`src/sprf_map.vh`:
```
// Constants for the serial port and ready flag block
`ifndef SPRF_MAP_VH
`define SPRF_MAP_VH
// Communications register fields
`define SPRF_COMM_RW_BIT    6
`define SPRF_COMM_SEL_HI    3
`define SPRF_COMM_SEL_LO    0
`define SPRF_COMM_RST       8'h00
// Register select codes
`define SPRF_SEL_COMM       4'h0
`define SPRF_SEL_STAT       4'h0
`define SPRF_SEL_MODE       4'h1
`define SPRF_SEL_DATA       4'h4
// Mode register fields and reset value
`define SPRF_MODE_MD_HI     2
`define SPRF_MODE_MD_LO     0
`define SPRF_MODE_RST       8'h00
// Mode codes for idle, single conversion and continuous conversion
`define SPRF_MD_IDLE        3'h0
`define SPRF_MD_SINGLE      3'h2
`define SPRF_MD_CONT        3'h3
// Register file depth and width
`define SPRF_REG_DEPTH      16
`define SPRF_REG_AW         4
`define SPRF_DATA_W         24
// Link clock sampling
`define SPRF_SYNC_STAGES    2
`endif

```
`src/sprf_top.v`:
```
// Serial host port with conversion ready flag
// Overview of operation
// RULE1 - Active low chip select selects device
// RULE2 - Chip select edges frame each transfer
// RULE3 - Select tied low gives three-wire mode
// RULE4 - Ready low while unread result waits
// RULE5 - Ready high after data read completes
// RULE6 - Ready high before next result update
// RULE7 - Ready low when calibration finishes
// RULE8 - Ready held low until mode written
// RULE9 - Output shifter loads from any register
// RULE10 - Input bits captured into shift register
// RULE11 - Input word goes to selected register
// RULE12 - Continuous or gated shift clock accepted
// RULE13 - Reset returns device to power-on state; the register memory is not reset and keeps its contents
// RULE14 - Output released, clock ignored, when deselected
`timescale 1ns/1ns
`include "sprf_map.vh"
`default_nettype none
module sprf_top #(
  parameter DW = `SPRF_DATA_W,
  parameter AW = `SPRF_REG_AW
) (
  input  wire          core_clk,    // Core clock
  input  wire          sys_rst,     // Synchronous reset, high
  input  wire          cs_n,        // Chip select pin, low
  input  wire          sclk,        // Shift clock pin
  input  wire          din,         // Serial data in pin
  output reg           dout,        // Serial data out
  output reg           dout_oe,     // Serial out enable, high drives
  output reg           rdy_n,       // Ready flag, low
  input  wire          conv_done,   // Pulse: new result from converter
  input  wire [DW-1:0] conv_data,   // Result word with pulse
  input  wire          conv_pre,    // Pulse: update is about to happen
  input  wire          cal_done,    // Pulse: calibration finished
  output reg  [2:0]    mode_bits,   // Current mode field
  output reg           mode_wr      // Pulse: mode register written
);
  // ==========================================
  // Pin synchronisers
  reg [1:0] cs_s_r;
  reg [1:0] sclk_s_r;
  reg [1:0] din_s_r;
  reg       sclk_d_r;
  always @(posedge core_clk) begin
    if (sys_rst) begin
      cs_s_r   <= 2'h3;
      sclk_s_r <= 2'h0; // Idle low, so no false edge follows reset
      din_s_r  <= 2'h0;
      sclk_d_r <= 1'b0;
    end else begin
      cs_s_r   <= {cs_s_r[0], cs_n};
      sclk_s_r <= {sclk_s_r[0], sclk};
      din_s_r  <= {din_s_r[0], din};
      sclk_d_r <= sclk_s_r[1];
    end
  end
  wire cs_act = ~cs_s_r[1]; // RULE1
  // Edges of the sampled shift clock, gated or free-running alike
  wire sclk_fall = sclk_d_r & ~sclk_s_r[1] & cs_act; // RULE12 RULE14
  wire sclk_rise = ~sclk_d_r & sclk_s_r[1] & cs_act; // RULE12 RULE14
  reg  cs_d_r;
  always @(posedge core_clk) begin
    if (sys_rst) begin
      cs_d_r <= 1'b0;
    end else begin
      cs_d_r <= cs_act;
    end
  end
  wire frame_start = cs_act & ~cs_d_r; // RULE2
  // ==========================================
  // Transfer state machine
  localparam ST_COMM = 2'h0;
  localparam ST_WR   = 2'h1;
  localparam ST_RD   = 2'h2;
  reg [1:0]    st_r;
  reg [1:0]    st_nxt;
  reg [4:0]    cnt_r;
  reg [DW-1:0] in_sr_r;
  reg [DW-1:0] out_sr_r;
  reg [7:0]    comm_r;
  reg          load_pend_r;
  reg          data_vld_r;
  reg [DW-1:0] data_r;
  wire [DW-1:0] mem_q;
  wire [3:0]    sel = comm_r[`SPRF_COMM_SEL_HI:`SPRF_COMM_SEL_LO];
  wire [4:0]    last_bit = (sel == `SPRF_SEL_DATA) ? 5'h17 : 5'h07;
  wire          byte_done = sclk_rise & (cnt_r == 5'h07);
  wire          word_done = sclk_rise & (cnt_r == last_bit);
  wire [DW-1:0] in_next = {in_sr_r[DW-2:0], din_s_r[1]};
  // Next state
  always @* begin
    st_nxt = st_r;
    case (st_r)
      ST_COMM: begin
        if (byte_done) begin
          st_nxt = in_next[`SPRF_COMM_RW_BIT] ? ST_RD : ST_WR;
        end
      end
      ST_WR: begin
        if (sclk_rise & (cnt_r == last_bit)) begin
          st_nxt = ST_COMM;
        end
      end
      ST_RD: begin
        if (word_done) begin
          st_nxt = ST_COMM;
        end
      end
      default: st_nxt = ST_COMM;
    endcase
  end
  // Shift registers, counters and register writes
  reg          mem_we_r;
  reg [AW-1:0] mem_wa_r;
  reg [DW-1:0] mem_wd_r;
  reg          data_rd_done_r;
  always @(posedge core_clk) begin
    if (sys_rst) begin // RULE13
      st_r           <= ST_COMM;
      cnt_r          <= 5'h00;
      in_sr_r        <= {DW{1'b0}};
      comm_r         <= `SPRF_COMM_RST;
      mem_we_r       <= 1'b0;
      mem_wa_r       <= {AW{1'b0}};
      mem_wd_r       <= {DW{1'b0}};
      load_pend_r    <= 1'b0;
      data_rd_done_r <= 1'b0;
      mode_bits      <= `SPRF_MD_IDLE;
      mode_wr        <= 1'b0;
    end else begin
      mem_we_r       <= 1'b0;
      load_pend_r    <= 1'b0;
      data_rd_done_r <= 1'b0;
      mode_wr        <= 1'b0;
      if (frame_start) begin // RULE2
        st_r  <= ST_COMM;
        cnt_r <= 5'h00;
      end else begin
        // Without chip select frames, the counter alone keeps alignment
        st_r <= st_nxt; // RULE3
        if (sclk_rise) begin
          in_sr_r <= in_next; // RULE10
          if (byte_done & (st_r == ST_COMM)) begin
            cnt_r       <= 5'h00;
            comm_r      <= in_next[7:0];
            load_pend_r <= in_next[`SPRF_COMM_RW_BIT];
          end else if (cnt_r == last_bit) begin
            cnt_r <= 5'h00;
          end else begin
            cnt_r <= cnt_r + 5'h01;
          end
          if ((st_r == ST_WR) & (cnt_r == last_bit)) begin
            mem_we_r <= 1'b1; // RULE11
            mem_wa_r <= sel[AW-1:0];
            mem_wd_r <= in_next;
            if (sel == `SPRF_SEL_MODE) begin
              mode_bits <= in_next[`SPRF_MODE_MD_HI:`SPRF_MODE_MD_LO];
              mode_wr   <= 1'b1;
            end
          end
          if ((st_r == ST_RD) & (cnt_r == last_bit) & (sel == `SPRF_SEL_DATA)) begin
            data_rd_done_r <= 1'b1;
          end
        end
      end
    end
  end
  // ==========================================
  // Register memory for calibration and control words
  sprf_regmem #(
    .DW (DW),
    .AW (AW)
  ) u_mem (
    .core_clk (core_clk),
    .wr_en    (mem_we_r),
    .wr_addr  (mem_wa_r),
    .wr_data  (mem_wd_r),
    .rd_addr  (sel[AW-1:0]),
    .rd_data  (mem_q)
  );
  // ==========================================
  // Data register and ready flag
  reg cal_hold_r;
  always @(posedge core_clk) begin
    if (sys_rst) begin
      data_r     <= {DW{1'b0}};
      data_vld_r <= 1'b0;
      cal_hold_r <= 1'b0;
      rdy_n      <= 1'b1;
    end else begin
      if (conv_done) begin
        data_r <= conv_data;
      end
      if (mode_wr) begin
        cal_hold_r <= 1'b0; // RULE8
      end
      if (cal_done) begin
        cal_hold_r <= 1'b1; // RULE7
      end
      // New result wins over a read finishing in the same cycle
      if (conv_done) begin
        data_vld_r <= 1'b1;
      end else if (data_rd_done_r | conv_pre) begin
        data_vld_r <= 1'b0; // RULE5 RULE6
      end
      rdy_n <= ~(cal_done | (cal_hold_r & ~mode_wr) |
                 (conv_done | (data_vld_r & ~data_rd_done_r & ~conv_pre))); // RULE4
    end
  end
  // ==========================================
  // Output shift register and pin drive
  wire [DW-1:0] rd_word = (sel == `SPRF_SEL_DATA) ? data_r :
                          (sel == `SPRF_SEL_STAT) ? {{(DW-8){1'b0}}, ~rdy_n, 7'h00} :
                          mem_q;
  // Load waits one more cycle for the registered memory read of the new select
  reg load_go_r;
  always @(posedge core_clk) begin
    if (sys_rst) begin
      load_go_r <= 1'b0;
      out_sr_r  <= {DW{1'b0}};
      dout      <= 1'b0;
      dout_oe   <= 1'b0;
    end else begin
      load_go_r <= load_pend_r;
      if (load_go_r) begin
        out_sr_r <= (sel == `SPRF_SEL_DATA) ? rd_word : (rd_word << (DW-8)); // RULE9
      end else if (sclk_fall & (st_r == ST_RD) & (cnt_r != 5'h00)) begin
        // The falling edge that closes the command byte must not shift
        out_sr_r <= {out_sr_r[DW-2:0], 1'b0};
      end
      dout    <= (st_r == ST_RD) ? out_sr_r[DW-1] : 1'b0;
      dout_oe <= cs_act; // RULE14
    end
  end
endmodule
`default_nettype wire

```
`src/sprf_regmem.v`:
```
// Small register memory for calibration and control registers
`timescale 1ns/1ns
`default_nettype none
module sprf_regmem #(
  parameter DW = 24,
  parameter AW = 4
) (
  input  wire          core_clk, // Core clock
  input  wire          wr_en,    // Write strobe
  input  wire [AW-1:0] wr_addr,  // Write index
  input  wire [DW-1:0] wr_data,  // Write word
  input  wire [AW-1:0] rd_addr,  // Read index
  output reg  [DW-1:0] rd_data   // Registered read word
);
  reg [DW-1:0] mem [0:(1<<AW)-1];
  // ==========================================
  // Write and registered read
  always @(posedge core_clk) begin
    if (wr_en) begin
      mem[wr_addr] <= wr_data;
    end
    rd_data <= mem[rd_addr];
  end
endmodule
`default_nettype wire

```
`config.mk`:
```
export PLATFORM = sky130hd
export DESIGN_NAME = sprf_top
export DESIGN_NICKNAME = d
export VERILOG_FILES = /design/src/sprf_top.v /design/src/sprf_regmem.v
export VERILOG_INCLUDE_DIRS = /design/src
export SDC_FILE = /design/constraint.sdc
export NUM_CORES = 1
export LEC_CHECK = 0
export BUFFER_PORTS_ARGS = -buffer_cell sky130_fd_sc_hd__buf_2
export CORE_MARGIN = 3
export CORE_UTILIZATION = 40
export CTS_BUF_LIST = sky130_fd_sc_hd__clkbuf_8 sky130_fd_sc_hd__clkbuf_16
export DETAILED_ROUTE_END_ITERATION = 10
export SYNTH_ARGS = -nofsm -noshare
export SYNTH_HDL_FRONTEND = slang
export SYNTH_SLANG_ARGS = --single-unit
```
`constraint.sdc`:
```
create_clock -name core_clk -period 1.9 [get_ports core_clk]
set_input_delay 0.095 -clock core_clk [delete_from_list [all_inputs] [get_ports core_clk]]
set_output_delay 0.095 -clock core_clk [all_outputs]
set_load 0.02 [all_outputs]
```
==> reports/metrics.cfg <==
[route]
vias_per_cell = 5.29
ant_nets = 0
vias = 5466
drt_iter0_drc = 280
wl_per_cell_um = 18.4
routed_wl_um = 19000
drc = 0
drtPass1Iterations = 5

[yosys]
post-synth-top-count-cell = edfxtp_1
ys_warn_count = 0
syn-cell-area_mm2 = 0.00913
ys_seq_area_frac = 0.653
ys_ff_latch = 234
synth_cells = 662
synth_edf_count = 128
synth_cell_type_count = 57
synth.avg_cell_area_um2 = 13.8
synth_commonest_cells = edfxtp_1 (128), dfxtp_1 (106), nor2_1 (77)
synth_top_area_share = 0.421
synthArstFlopShare = 0
synth_top_area_cell = edfxtp_1
syn_nets = 699
yosys-top-cells-area = edfxtp_1 (42%), dfxtp_1 (23%), mux4_2 (7.9%)
synth_flop_cell = edfxtp_1

[cts]
cts_tree = done
numCtsBuffers = 24
worstSkewPairLatency_ns = 0.51
clk_pin_slew_ns = 0.06
htree_levels = 1
cts_num_sinks = 234
root_buffer = clkbuf_16
cts_buffer_depth = 3

[setup_path]
cp_num_buf_inv = 0
r2r_end = st_r[1]
path_class = register to register
slowest_stage = or4b_4
crit_path_end_kind = register
cp_data_required_time_ns = 2.27
r2r-start = comm_r[3]
reg2reg_setup_slack_ns = 0.13
cp.arrival_ns = 2.14
slowest_delay_ns = 0.59
worst-r2r-cell-count = 4
cp_max_fo = 7
startpoint_type = register
path_cells = or4b_4, o21a_1, a311oi_2, o32ai_1
critical_path.top_delay_family = compound AO/OA/AOI/OAI gates

[power_and_ir_drop]
power.share.clock = 0.443
p_int_mw = 8.08
power.leakage_nw = 3.43
total_power_mw = 10.0
p_sw_mw = 1.93
power_frac_seq = 0.535
vdd_drop_max_v = 0.000827
p_per_area_mw_per_mm2 = 927
comb_power_share = 0.022
switching_share = 0.193

[floorplanning]
io_pins = 39
start_util = 0.413
core_area_mm2 = 0.0221
rows = 54
die_area_mm2 = 0.0247
die_y_um = 157
die_x_um = 157

[sta]
worst_pin_slew_ns = 0.732
hold_ws_ns = 0.0785
maxSlewHeadroom = 0.511
setup_viol = 0
totalNegativeSetupSlack_ns = 0
rsz0062_at_grt = no
finalCritPeriodShare = 0.932
period_minus_slack_ns = 1.77
hold_viol = 0
max_freq_ghz = 0.565
worst_slack_ns = 0.129
timing.final.max_slew_violations = 0
skew_ns = 0.00752

[final_layout]
multi_input_area_mm2 = 0.00291
antenna_cells = 0
stdcell_area_mm2 = 0.0108
synthToLayoutAreaGrowth_pct = 18.2
regArea_mm2 = 0.00597
drive_gt1_frac = 0.211
nFillCells = 1891
finalNetCount = 772

[grt]
track_usage = 0.155
antenna_found_initial = 0
grt_max_degree = 99
grt_pass1_vias = 5472
grt_pass1_wl_um = 30100
grt_overflow = 0

[placed_design]
dp_slack_ns = 0.0608
placed_area_mm2 = 0.00973
hpwl_um = 12100
io_buffer_count = 38
gp_congestion = 0.802

[job]
cap_viol_max_count = 0

[min_path]
hold_end = dout_oe
hold_depth = 3
min_from = sys_rst
hp-class = input pin to register

[run_status]
status = completed

worst register-to-register path: stages, from the launching register on:
cell and delay, ns:
dfxtp_1 0.40, or4b_4 0.59, o21a_1 0.20, a311oi_2 0.31
o32ai_1 0.14
per-stage QoR:
stage / util / std cells
after floorplan: - / 662
after global placement: 0.440 / 959
after detailed placement: 0.440 / 959
after CTS: 0.487 / 1032
after global routing: 0.489 / 1033
final: 0.489 / 1033
layout make-up:
cell class	instances	share of cell area
clock buffer	25	0.0579
clock inverter	19	0.0119
inverter	8	0.00278
multi-input combinational	368	0.270
sequential	234	0.553
tap	280	0.0324
timing repair buffer	99	0.0725
power by group through the flow:
stage               registers (mW)  clock network (mW)  logic [mW]
finish                        5.35                4.44       0.216
global route                  5.35                4.80       0.238
CTS                           5.35                4.55       0.218
detailed placement            5.46                   0       0.170
global placement              5.46                   0       0.163
floorplan                     5.45                   0       0.113
sequential cells by signal, indices dropped and copies added, names as in the netlist, 4 cells and up:
register,flops
in_sr_r,7
mem_wd_r,8
comm_r,4
out_sr_r,24
data_r,24
u_mem.mem,128
mem_wa_r,4
cnt_r,5
u_mem.rd_data,8
per-layer routing:
layer	share of wire	GRT usage
met1	0.45	0.210
met2	0.49	0.263
met3	0.040	0.0261
met4	0.022	0.0393
met5	0	0
how the worst max path moves through the flow:
stage | end | slack (ns) | cells past startpoint | startpoint
floorplan | u_mem.mem[0][0] | 0.08 | 2 | mem_we_r
global placement | st_r[1] | 0.15 | 4 | comm_r[3]
detailed placement | out_sr_r[4] | 0.06 | 6 | cnt_r[0]
CTS | out_sr_r[12] | 0.02 | 4 | comm_r[2]
global route | st_r[0] | 0.04 | 4 | comm_r[3]
finish | st_r[1] | 0.13 | 4 | comm_r[3]
kinds of logic (layout without fill, tap and decap cells):
group / count (synthesis) / in the layout / share of synthesized area
xor gates and xnor gates: 5 / 5 / 0.00480
AOI/OAI and AO/OA: 71 / 71 / 0.0565
muxes: 81 / 81 / 0.133
adders and majority gates: 5 / 5 / 0.00685
and+or+nand+nor: 206 / 206 / 0.117
DFF: 234 / 234 / 0.653
buffers and inverters: 60 / 151 / 0.0285
cell usage in the layout (no fill, tap or decap), drive strengths merged, types with 3 or more instances in the layout:
cell,n
or2,3
nand2b,28
nor4,3
nor2b,9
clkbuf,25
o22ai,16
edfxtp,128
a31o,6
mux4,32
dlygate4sd3,29
nor3,23
ha,5
mux2i,49
xnor2,3
nand4,3
a221oi,14
or4b,3
nand3,13
a21oi,18
inv,15
clkinv,10
nand2,30
buf,70
dfxtp,106
nor2,77
what timing repair did:
item	CTS	global route
resized for setup	0	3
hold buffers	29	0
endpoints found under the setup margin	0	18
setup buffers	0	1
hold endpoints to repair	30	0
Power figures use the tool's default switching activity.
